## config.mk

```make
export PLATFORM = sky130hd
export DESIGN_NAME = bswm_write_mask
export DESIGN_NICKNAME = d
export VERILOG_FILES = /design/src/bswm_pkg.sv /design/src/bswm_write_mask.sv
export SDC_FILE = /design/constraint.sdc
export NUM_CORES = 2
export LEC_CHECK = 0
export BUFFER_PORTS_ARGS = -buffer_cell sky130_fd_sc_hd__buf_2
export CAP_MARGIN = 20
export CORE_MARGIN = 8
export CORE_UTILIZATION = 60
export DETAILED_ROUTE_END_ITERATION = 7
export GPL_TIMING_DRIVEN = 0
export PLACE_DENSITY_LB_ADDON = 0.3
export SLEW_MARGIN = 10
export SYNTH_ARGS = -nofsm -noshare
export SYNTH_HDL_FRONTEND = slang
export SYNTH_SLANG_ARGS = --single-unit
```

## constraint.sdc

```tcl
create_clock -name clk -period 5.62 [get_ports clk]
set_input_delay 0.281 -clock clk [delete_from_list [all_inputs] [get_ports clk]]
set_output_delay 0.281 -clock clk [all_outputs]
set_load 0.01 [all_outputs]
```

## src/bswm_pkg.sv

```systemverilog
// package: constants and types for the burst sram lane write mask block
// How it works
// - selects may change between beats of burst
// - x8 both half selects low: write 7:0
// - x8 low half only: write 3:0, keep 7:4
// - x8 high half only: write 7:4, keep 3:0
// - x18 both lane selects low: write 17:0
// - x18 lane0 only: write 8:0, keep 17:9
// - x18 lane1 only: write 17:9, keep 8:0
// - all selects high: location left unchanged
// - x9 single select: low writes 8:0, high nothing
// - x36 all four low: write 35:0
// - x36 lane0 only: write 8:0
// - x36 lane1 only: write 17:9
// - x36 lane2 only: write 26:18
// - x36 lane3 only: write 35:27
// - write load at t, beats at t+2,t+3; a load in the second data cycle gets beats at t+1,t+2
// - every beat samples its own lane selects
package bswm_pkg;
    localparam int BEATS       = 4;   // words per burst
    localparam int BEAT_W      = 2;   // beat index width
    localparam int NIBBLE_W    = 4;   // lane width in the 8-bit variant
    localparam int BYTE_W      = 9;   // lane width in the 9/18/36-bit variants
    localparam int WIDTH_X8    = 8;   // variant widths
    localparam int WIDTH_X9    = 9;
    localparam int WIDTH_X18   = 18;
    localparam int WIDTH_X36   = 36;
    localparam int LANES_MAX   = 4;   // most select inputs of any variant
    localparam logic [1:0] BURST_START_ZERO = 2'h0; // x8/x9 bursts start at zero
    // burst phase: idle, waiting cycle t+1, then two data cycles
    typedef enum logic [1:0] {BSWM_IDLE, BSWM_WAIT, BSWM_DATA1, BSWM_DATA2} bswm_state_t;
endpackage

```

## src/bswm_write_mask.sv

```systemverilog
// design: per-beat lane write mask and array for a ddr burst sram write path
`timescale 1ns/1ps
module bswm_write_mask #(
    parameter int DATA_W = bswm_pkg::WIDTH_X18, // 8, 9, 18 or 36
    parameter int ADDR_W = 6                    // word address width, small default
) (
    input  wire logic              clk,            // system clock, 40 MHz
    input  wire logic              srst,           // synchronous reset, active high
    input  wire logic              load_select_n,  // pin: load address, active low
    input  wire logic              read_write_n,   // pin: high read, low write
    input  wire logic [ADDR_W-1:0] addr,           // pin: burst start address
    input  wire logic [DATA_W-1:0] wdata_k,        // pin: beat data at true clock rise
    input  wire logic [DATA_W-1:0] wdata_kn,       // pin: beat data at compl clock rise
    input  wire logic [3:0]        sel_n_k,        // pin: lane selects with true beat
    input  wire logic [3:0]        sel_n_kn,       // pin: lane selects with compl beat
    input  wire logic [ADDR_W-1:0] rd_addr,        // inspection read address
    output logic      [DATA_W-1:0] rd_data,        // stored word, one cycle later
    output logic                   write_active,   // a data cycle of a write burst
    output logic      [3:0]        beat_written    // pulse: beat stored, per beat index
);
    // lane count and lane width follow the variant
    localparam int LANE_W = (DATA_W == bswm_pkg::WIDTH_X8) ? bswm_pkg::NIBBLE_W
                                                           : bswm_pkg::BYTE_W;
    localparam int LANES  = DATA_W / LANE_W;
    localparam int DEPTH  = 1 << ADDR_W;
    // lane indices folded to zero where the variant lacks that lane, so slices stay in range
    localparam int L1     = (LANES > 1) ? 1 : 0;
    localparam int L2     = (LANES > 2) ? 2 : 0;
    localparam int L3     = (LANES > 3) ? 3 : 0;

    // refuse widths the lane slicing cannot serve
    initial begin
        if (DATA_W != bswm_pkg::WIDTH_X8 && DATA_W != bswm_pkg::WIDTH_X9 &&
            DATA_W != bswm_pkg::WIDTH_X18 && DATA_W != bswm_pkg::WIDTH_X36) begin
            $error("bswm_write_mask: unsupported DATA_W");
        end
        if (ADDR_W < bswm_pkg::BEAT_W) begin
            $error("bswm_write_mask: ADDR_W too small");
        end
        // the select ports carry at most four lanes
        if (LANES > bswm_pkg::LANES_MAX) begin
            $error("bswm_write_mask: too many lanes");
        end
    end

    // pin synchronisers: two flops before any logic reads a pin
    logic              ld_n_m_q, ld_n_q;
    logic              rw_n_m_q, rw_n_q;
    logic [ADDR_W-1:0] a_m_q, a_q;
    logic [DATA_W-1:0] dk_m_q, dk_q, dkn_m_q, dkn_q;
    logic [3:0]        sk_m_q, sk_q, skn_m_q, skn_q;

    // every pin takes the same two-stage delay, so beat data and its selects stay paired
    always_ff @(posedge clk) begin
        ld_n_m_q <= load_select_n;
        ld_n_q   <= ld_n_m_q;
        rw_n_m_q <= read_write_n;
        rw_n_q   <= rw_n_m_q;
        a_m_q    <= addr;
        a_q      <= a_m_q;
        dk_m_q   <= wdata_k;
        dk_q     <= dk_m_q;
        dkn_m_q  <= wdata_kn;
        dkn_q    <= dkn_m_q;
        sk_m_q   <= sel_n_k;
        sk_q     <= sk_m_q;
        skn_m_q  <= sel_n_kn;
        skn_q    <= skn_m_q;
    end

    // burst sequencer state
    bswm_pkg::bswm_state_t state_q, state_d;
    logic [ADDR_W-1:0]     base_q, base_d;     // latched start address

    // a write is loaded with both controls low; a new load can follow the last data cycle
    wire logic wr_load = !ld_n_q && !rw_n_q;

    // next state of the burst sequencer
    always_comb begin
        state_d = state_q;
        base_d  = base_q;
        case (state_q)
            bswm_pkg::BSWM_IDLE: begin
                if (wr_load) begin
                    state_d = bswm_pkg::BSWM_WAIT;
                    base_d  = a_q;
                end
            end
            bswm_pkg::BSWM_WAIT:  state_d = bswm_pkg::BSWM_DATA1; // data at t+2
            bswm_pkg::BSWM_DATA1: state_d = bswm_pkg::BSWM_DATA2; // data at t+3
            bswm_pkg::BSWM_DATA2: begin
                // back-to-back write: the load sits in the second data cycle
                if (wr_load) begin
                    state_d = bswm_pkg::BSWM_DATA1;
                    base_d  = a_q;
                end else begin
                    state_d = bswm_pkg::BSWM_IDLE;
                end
            end
            default: state_d = bswm_pkg::BSWM_IDLE;
        endcase
    end

    // register the sequencer
    always_ff @(posedge clk) begin
        if (srst) begin
            state_q <= bswm_pkg::BSWM_IDLE;
            base_q  <= '0;
        end else begin
            state_q <= state_d;
            base_q  <= base_d;
        end
    end

    // data cycle flags; the wait state reloads from idle only
    wire logic in_d1 = (state_q == bswm_pkg::BSWM_DATA1);
    wire logic in_d2 = (state_q == bswm_pkg::BSWM_DATA2);

    // burst address of each beat: x8/x9 start at zero, wider ones wrap from the low bits
    logic [bswm_pkg::BEAT_W-1:0] start_off;
    logic [bswm_pkg::BEAT_W-1:0] off_a, off_b;
    always_comb begin
        if (DATA_W <= bswm_pkg::WIDTH_X9) begin
            start_off = bswm_pkg::BURST_START_ZERO;
        end else begin
            start_off = base_q[bswm_pkg::BEAT_W-1:0];
        end
        // first data cycle carries beats 0 and 1, second beats 2 and 3
        off_a = start_off + (in_d2 ? 2'h2 : 2'h0);
        off_b = start_off + (in_d2 ? 2'h3 : 2'h1);
    end
    wire logic [ADDR_W-1:0] addr_a = {base_q[ADDR_W-1:bswm_pkg::BEAT_W], off_a};
    wire logic [ADDR_W-1:0] addr_b = {base_q[ADDR_W-1:bswm_pkg::BEAT_W], off_b};

    // per-beat bit enables from the selects sampled with that very beat
    logic [DATA_W-1:0] en_a, en_b;
    always_comb begin
        for (int i = 0; i < DATA_W; i++) begin
            // a low select writes its lane; high keeps it, so all high writes nothing
            en_a[i] = !sk_q[i / LANE_W];
            en_b[i] = !skn_q[i / LANE_W];
        end
    end

    // storage array; masked bits keep their old contents
    logic [DATA_W-1:0] mem_q [DEPTH];
    logic [DATA_W-1:0] rd_data_q;
    logic [3:0]        wr_beat_q, wr_beat_d;

    // which beat indices are stored in this cycle
    always_comb begin
        wr_beat_d = '0;
        if (in_d1) begin
            wr_beat_d[0] = |en_a;
            wr_beat_d[1] = |en_b;
        end else if (in_d2) begin
            wr_beat_d[2] = |en_a;
            wr_beat_d[3] = |en_b;
        end
    end

    // bitwise merge of beat data into the addressed words
    always_ff @(posedge clk) begin
        if (in_d1 || in_d2) begin
            for (int i = 0; i < DATA_W; i++) begin
                if (en_a[i]) begin
                    mem_q[addr_a][i] <= dk_q[i];
                end
                if (en_b[i]) begin
                    mem_q[addr_b][i] <= dkn_q[i];
                end
            end
        end
    end

    // registered read port and beat pulses
    always_ff @(posedge clk) begin
        rd_data_q <= mem_q[rd_addr];
        if (srst) begin
            wr_beat_q <= '0;
        end else begin
            wr_beat_q <= wr_beat_d;
        end
    end

    assign rd_data      = rd_data_q;
    assign beat_written = wr_beat_q;
    assign write_active = in_d1 || in_d2;

    // checks
    property p_burst_timing;
        @(posedge clk) disable iff (srst)
        (state_q == bswm_pkg::BSWM_IDLE && wr_load) |=> !write_active ##1 in_d1 ##1 in_d2;
    endproperty
    a_burst_timing: assert property (p_burst_timing) else $error("burst data cycles misplaced");

    property p_all_high_no_write;
        @(posedge clk) disable iff (srst)
        (in_d1 && sk_q == 4'hF) |=> !beat_written[0];
    endproperty
    a_all_high_no_write: assert property (p_all_high_no_write) else $error("masked beat stored");

    property p_low_select_writes;
        @(posedge clk) disable iff (srst)
        (in_d2 && !skn_q[0]) |=> beat_written[3];
    endproperty
    a_low_select_writes: assert property (p_low_select_writes) else $error("beat not stored");

    property p_lane0_stored;
        @(posedge clk) disable iff (srst)
        (in_d1 && !sk_q[0] && rd_addr == addr_a && !(addr_b == addr_a && !skn_q[0]))
        |=> ##1 (rd_data[LANE_W-1:0] == $past(dk_q[LANE_W-1:0], 2));
    endproperty
    a_lane0_stored: assert property (p_lane0_stored) else $error("lane 0 not written");

    property p_lane0_kept;
        @(posedge clk) disable iff (srst)
        (in_d1 && sk_q[0] && skn_q[0] && $stable(rd_addr) && rd_addr == addr_a)
        |=> (mem_q[$past(addr_a)][LANE_W-1:0] == $past(mem_q[addr_a][LANE_W-1:0]));
    endproperty
    a_lane0_kept: assert property (p_lane0_kept) else $error("masked lane changed");

    property p_no_write_idle;
        @(posedge clk) disable iff (srst)
        !write_active |=> beat_written == 4'h0;
    endproperty
    a_no_write_idle: assert property (p_no_write_idle) else $error("write outside burst");

    property p_beat_pair;
        @(posedge clk) disable iff (srst)
        in_d1 |=> in_d2;
    endproperty
    a_beat_pair: assert property (p_beat_pair) else $error("second data cycle lost");

    property p_addr_wrap;
        @(posedge clk) disable iff (srst)
        write_active |-> addr_b[bswm_pkg::BEAT_W-1:0] == 2'(addr_a[bswm_pkg::BEAT_W-1:0] + 2'h1);
    endproperty
    a_addr_wrap: assert property (p_addr_wrap) else $error("beat address order wrong");

    // lane-level checks below read the array one edge after the merge; the two beats of a
    // data cycle always address different words, so neither can hide the other

    property p_odd_masked_no_write;
        @(posedge clk) disable iff (srst)
        (in_d2 && &skn_q[LANES-1:0]) |=> !beat_written[3];
    endproperty
    a_odd_masked_no_write: assert property (p_odd_masked_no_write) else $error("masked beat stored");

    property p_even_any_lane_writes;
        @(posedge clk) disable iff (srst)
        (in_d1 && !(&sk_q[LANES-1:0])) |=> beat_written[0];
    endproperty
    a_even_any_lane_writes: assert property (p_even_any_lane_writes) else $error("beat lost");

    property p_full_word_stored;
        @(posedge clk) disable iff (srst)
        (in_d1 && sk_q[LANES-1:0] == '0) |=> mem_q[$past(addr_a)] == $past(dk_q);
    endproperty
    a_full_word_stored: assert property (p_full_word_stored) else $error("word not written");

    property p_word_kept;
        @(posedge clk) disable iff (srst)
        (in_d2 && &skn_q[LANES-1:0]) |=> mem_q[$past(addr_b)] == $past(mem_q[addr_b]);
    endproperty
    a_word_kept: assert property (p_word_kept) else $error("masked word changed");

    property p_lane1_stored;
        @(posedge clk) disable iff (srst)
        (LANES > 1 && in_d2 && !skn_q[L1])
        |=> mem_q[$past(addr_b)][L1*LANE_W +: LANE_W] == $past(dkn_q[L1*LANE_W +: LANE_W]);
    endproperty
    a_lane1_stored: assert property (p_lane1_stored) else $error("lane 1 not written");

    property p_lane1_kept;
        @(posedge clk) disable iff (srst)
        (LANES > 1 && in_d2 && skn_q[L1])
        |=> mem_q[$past(addr_b)][L1*LANE_W +: LANE_W] == $past(mem_q[addr_b][L1*LANE_W +: LANE_W]);
    endproperty
    a_lane1_kept: assert property (p_lane1_kept) else $error("lane 1 changed");

    property p_lane2_stored;
        @(posedge clk) disable iff (srst)
        (LANES > 2 && in_d2 && !skn_q[L2])
        |=> mem_q[$past(addr_b)][L2*LANE_W +: LANE_W] == $past(dkn_q[L2*LANE_W +: LANE_W]);
    endproperty
    a_lane2_stored: assert property (p_lane2_stored) else $error("lane 2 not written");

    property p_lane3_stored;
        @(posedge clk) disable iff (srst)
        (LANES > 3 && in_d1 && !sk_q[L3])
        |=> mem_q[$past(addr_a)][L3*LANE_W +: LANE_W] == $past(dk_q[L3*LANE_W +: LANE_W]);
    endproperty
    a_lane3_stored: assert property (p_lane3_stored) else $error("lane 3 not written");

    property p_top_lane_stored;
        @(posedge clk) disable iff (srst)
        (in_d1 && !sk_q[LANES-1])
        |=> mem_q[$past(addr_a)][DATA_W-1 -: LANE_W] == $past(dk_q[DATA_W-1 -: LANE_W]);
    endproperty
    a_top_lane_stored: assert property (p_top_lane_stored) else $error("top lane not written");
endmodule

```

==> impl_results.rst <==
.. list-table::
   :header-rows: 1

   * - Metric
     - Value
   * - Result of the run
     - finished, violations left
   * - Violations in the final reports
     - antenna violations, design-rule violations
   * - TritonCTS clock tree
     - yes
   * - TritonRoute pass-1 iters
     - 8
   * - Cell count after placement
     - 5411
   * - Post-CTS setup buffers
     - 0
   * - DRC errors left
     - 57
   * - Kind of launch point of the worst setup path
     - flop
   * - Area delta synth->final
     - 11.7%
   * - Fraction of layout instances using a drive strength above 1
     - 45.9%
   * - Cells on Worst Hold Path
     - 2
   * - Synthesized-area fraction occupied by and/or/nand/nor cells
     - 3.10%
   * - Setup Viol. Count Final
     - 0
   * - Clock tree buffer depth
     - 3
   * - R2r setup slk
     - 1.11 ns
   * - Adder and majority gate portion of the synthesized area
     - 0.0797%
   * - Nature of the critical path endpoint
     - flop
   * - Seq cells post-synth
     - 1278
   * - IR drop worst, VDD
     - 0.298 mV
   * - Worst min-delay path class
     - primary input to flop
   * - Starting Density
     - 60.6%
   * - Cell at the root of the clock tree
     - sky130_fd_sc_hd__clkbuf_16
   * - Max Slew Vio Count
     - 0
   * - Overall fraction of global-route tracks in use
     - 37.5%
   * - Max capacitance violation total
     - 0
   * - Portion of the post-synthesis area used by sequential elements
     - 59.1%
   * - Post-synthesis cell type count
     - 48
   * - Top Ports
     - 83
   * - Data arrival, critical path
     - 4.87 ns
   * - Share of the synthesized area in compound gates (AO/OA/AOI/OAI)
     - 3.40%
   * - Sum of negative setup slack
     - 0 ns
   * - Fin nets
     - 4300
   * - Number of global-route vias before repair
     - 40600
   * - Detailed placement HPWL
     - 157 mm
   * - Largest net degree at the start of global routing
     - 17
   * - Final worst slack
     - 1.11 ns
   * - Htree depth
     - 4
   * - Area of the die
     - 115000 µm²
   * - Number of buffers created by CTS
     - 135
   * - Leak
     - 22.2 nW
   * - Worst rel slew slack
     - 2.60%
   * - Hold-critical path endpoint
     - dk_m_q[15]$_DFF_P_
   * - Quantity of hold-fixing buffers added after cts
     - 49
   * - Post-layout instance count excluding filler cells
     - 5730
   * - Cell depth of the worst flop-to-flop path
     - 5
   * - EDFF count, synth
     - 1152
   * - Terminus of the critical flop-to-flop path
     - mem_q[60][17]$_DFFE_PP_
   * - Average detailed-routed wire length per instance
     - 39.0 µm
   * - Via Count
     - 42300
   * - Port bufs
     - 75
   * - Transition time of the tightest slew-check pin
     - 1.45 ns
   * - Start of the worst register-to-register path
     - base_q[3]$_SDFFE_PP0P_
   * - Clk_lat worst skew
     - 0.77 ns
   * - Number of gates resized after cts
     - 0
   * - Most common library cell in the layout ignoring fill and taps
     - sky130_fd_sc_hd__mux2_2
   * - Critical-path maximum fanout
     - 10
   * - Maximum clock frequency
     - 222 MHz
   * - Required time worst endpoint
     - 5.98 ns
   * - Post-synthesis async set-or-reset flop share
     - 0%
   * - Synthesized instance count
     - 3927
   * - RSZ-0062 raised after global routing
     - no
   * - DRT Wirelength
     - 224 mm
   * - Horizontal extent of the die
     - 340 µm
   * - Clock skew after layout
     - 0.0322 ns
   * - Placeable core region
     - 104000 µm²
   * - Post-DP Area
     - 65200 µm²
   * - Row Count
     - 118
   * - TritonCTS Sinks
     - 1278
   * - Period Utilization, post-route
     - 80.3%
   * - Design Area, Final
     - 70200 µm²
   * - Power Density
     - 308 nW/µm²
   * - Most frequent cells in the layout
     - sky130_fd_sc_hd__mux2_2 (1249), sky130_fd_sc_hd__edfxtp_1 (1152), sky130_fd_sc_hd__clkbuf_1 (311)
   * - First-pass GRT wire length
     - 308 mm
   * - Per-instance average area after synthesis
     - 16.0 µm²
   * - Count of yosys warnings during synthesis
     - 0
   * - Category of the most critical setup path
     - flop to flop
   * - Most used DFF post-synth
     - sky130_fd_sc_hd__edfxtp_1
   * - Share of cell area taken by muxes after synthesis
     - 31.6%
   * - Detail Route Antenna Nets
     - 1
   * - Clock transition at the register clock pins on the worst setup and hold paths after CTS
     - 0.06 ns
   * - First DRT Iteration DRCs
     - 7693
   * - Cell area after synthesis
     - 62800 µm²
   * - Antenna violations before repair
     - 15
   * - Worst Min Path Start
     - wdata_k[15]
   * - Total count of hold-check failures in the final report
     - 0
   * - Dominant combinational cell family by area after synthesis
     - multiplexers
   * - Weighted congestion at the end of routability-driven global placement
     - 1.02
   * - Residual overflow from global routing
     - 0
   * - Xor and xnor fraction of the mapped netlist area
     - 0.0279%
   * - Number of nets produced by synthesis
     - 3991
   * - Die span in y
     - 340 µm
   * - Shortest clock period the worst path allows after layout
     - 4.51 ns
   * - Worst Setup Slack post-DPL
     - 1.06 ns
   * - Average vias per placed instance
     - 7.38
synthesized netlist by cell type (4+ instances only):
| cell type | count | area, µm² |
|---|---|---|
| sky130_fd_sc_hd__a211oi_1 | 63 | 473 |
| sky130_fd_sc_hd__a21oi_1 | 26 | 130 |
| sky130_fd_sc_hd__a221o_1 | 5 | 50.1 |
| sky130_fd_sc_hd__a221oi_1 | 8 | 70.1 |
| sky130_fd_sc_hd__a22oi_1 | 33 | 248 |
| sky130_fd_sc_hd__a311oi_1 | 12 | 105 |
| sky130_fd_sc_hd__a31oi_1 | 12 | 75.1 |
| sky130_fd_sc_hd__and2_1 | 6 | 37.5 |
| sky130_fd_sc_hd__and3_1 | 15 | 93.8 |
| sky130_fd_sc_hd__buf_1 | 72 | 270 |
| sky130_fd_sc_hd__buf_2 | 56 | 280 |
| sky130_fd_sc_hd__buf_4 | 4 | 30.0 |
| sky130_fd_sc_hd__clkbuf_1 | 288 | 1080 |
| sky130_fd_sc_hd__dfxtp_1 | 126 | 2520 |
| sky130_fd_sc_hd__edfxtp_1 | 1152 | 34600 |
| sky130_fd_sc_hd__ha_1 | 4 | 50.1 |
| sky130_fd_sc_hd__inv_1 | 4 | 15.0 |
| sky130_fd_sc_hd__mux2_2 | 1249 | 14100 |
| sky130_fd_sc_hd__mux2i_1 | 62 | 621 |
| sky130_fd_sc_hd__mux4_2 | 230 | 5180 |
| sky130_fd_sc_hd__nand2_1 | 106 | 398 |
| sky130_fd_sc_hd__nand2_2 | 6 | 37.5 |
| sky130_fd_sc_hd__nand2b_1 | 6 | 37.5 |
| sky130_fd_sc_hd__nor2_1 | 61 | 229 |
| sky130_fd_sc_hd__nor2_2 | 99 | 619 |
| sky130_fd_sc_hd__nor2_4 | 13 | 146 |
| sky130_fd_sc_hd__nor2b_1 | 13 | 81.3 |
| sky130_fd_sc_hd__nor3_1 | 5 | 25.0 |
| sky130_fd_sc_hd__nor4_1 | 14 | 87.6 |
| sky130_fd_sc_hd__o21ai_0 | 20 | 100 |
| sky130_fd_sc_hd__o22ai_1 | 122 | 763 |
| sky130_fd_sc_hd__or2_2 | 6 | 37.5 |
cell families after synthesis:
family,count (synthesis)
AND/OR/NAND/NOR,364
multiplexers,1542
flip-flops,1278
buffers and inverters,424
AO/OA/AOI/OAI,313
adder cells (fa/ha/maj),4
XOR/XNOR,2
sequential cells by signal (all words and copies together), names as in the netlist, 18 cells and up:
| signal | count |
|---|---|
| dk_m_q | 18 |
| dk_q | 18 |
| dkn_m_q | 18 |
| dkn_q | 18 |
| mem_q | 1152 |
| rd_data | 18 |
area by class of cell:
| cell class | instances | area [µm²] |
|---|---|---|
| sequential | 1278 | 37100 |
| fill | 7117 | 33500 |
| multi-input combinational | 2225 | 24100 |
| clock buffer | 178 | 3840 |
| tap | 1380 | 1730 |
| buffer | 420 | 1670 |
| timing repair buffer | 172 | 1290 |
| clock inverter | 61 | 398 |
| antenna | 12 | 30.0 |
| inverter | 4 | 15.0 |
report_power, final:
part	internal, mW	switching [mW]	leakage [nW]	total, mW
sequential	10.5	0.0493	11.4	10.5
combinational	0.769	1.52	8.74	2.29
clock	4.98	3.83	2.09	8.81
total	16.2	5.40	22.2	21.6
layer usage:
| layer | GRT usage (%) | part of all wire (%) | up-vias |
|---|---|---|---|
| met3 | 14.5 | 16 | 836 |
| met4 | 21.7 | 7.1 | 14 |
| li1 | - | - | 16100 |
| met2 | 53.7 | 43 | 3978 |
| met5 | 1.12 | 0.081 | - |
| met1 | 48.6 | 34 | 21300 |
metrics by stage:
step | hold WS [ns] | utilization (%) | power [mW]
2_1_floorplan | 0.309 | - | 11.9
3_3_place_gp | 0.310 | 62.6 | 12.7
3_5_place_dp | 0.312 | 62.9 | 12.8
4_1_cts | 0.136 | 67.5 | 21.3
5_1_grt | 0.162 | 67.7 | 21.8
6_report | 0.151 | 67.7 | 21.6
worst max-delay path by stage:
stage	from	endpoint	slack, ns	cells after the start
final	base_q[3]$_SDFFE_PP0P_	mem_q[60][17]$_DFFE_PP_	1.11	5
after floorplan	state_q[0]$_SDFFE_PP0P_	mem_q[14][10]$_DFFE_PP_	2.93	7
after detailed placement	rd_addr[1]	rd_data[16]$_DFF_P_	1.06	8
after global placement	rd_addr[1]	rd_data[16]$_DFF_P_	1.09	8
after global routing	base_q[3]$_SDFFE_PP0P_	mem_q[60][13]$_DFFE_PP_	1.35	5
after CTS	base_q[3]$_SDFFE_PP0P_	mem_q[60][17]$_DFFE_PP_	1.68	5
worst max-delay path, stage by stage (launching register included):
cell and delay (ns):
sky130_fd_sc_hd__dfxtp_1 0.63, sky130_fd_sc_hd__clkbuf_1 0.75, sky130_fd_sc_hd__nand3_1 0.60, sky130_fd_sc_hd__buf_1 0.58, sky130_fd_sc_hd__clkbuf_1 0.54, sky130_fd_sc_hd__o22ai_1 1.01
Power figures use the tool's default switching activity.
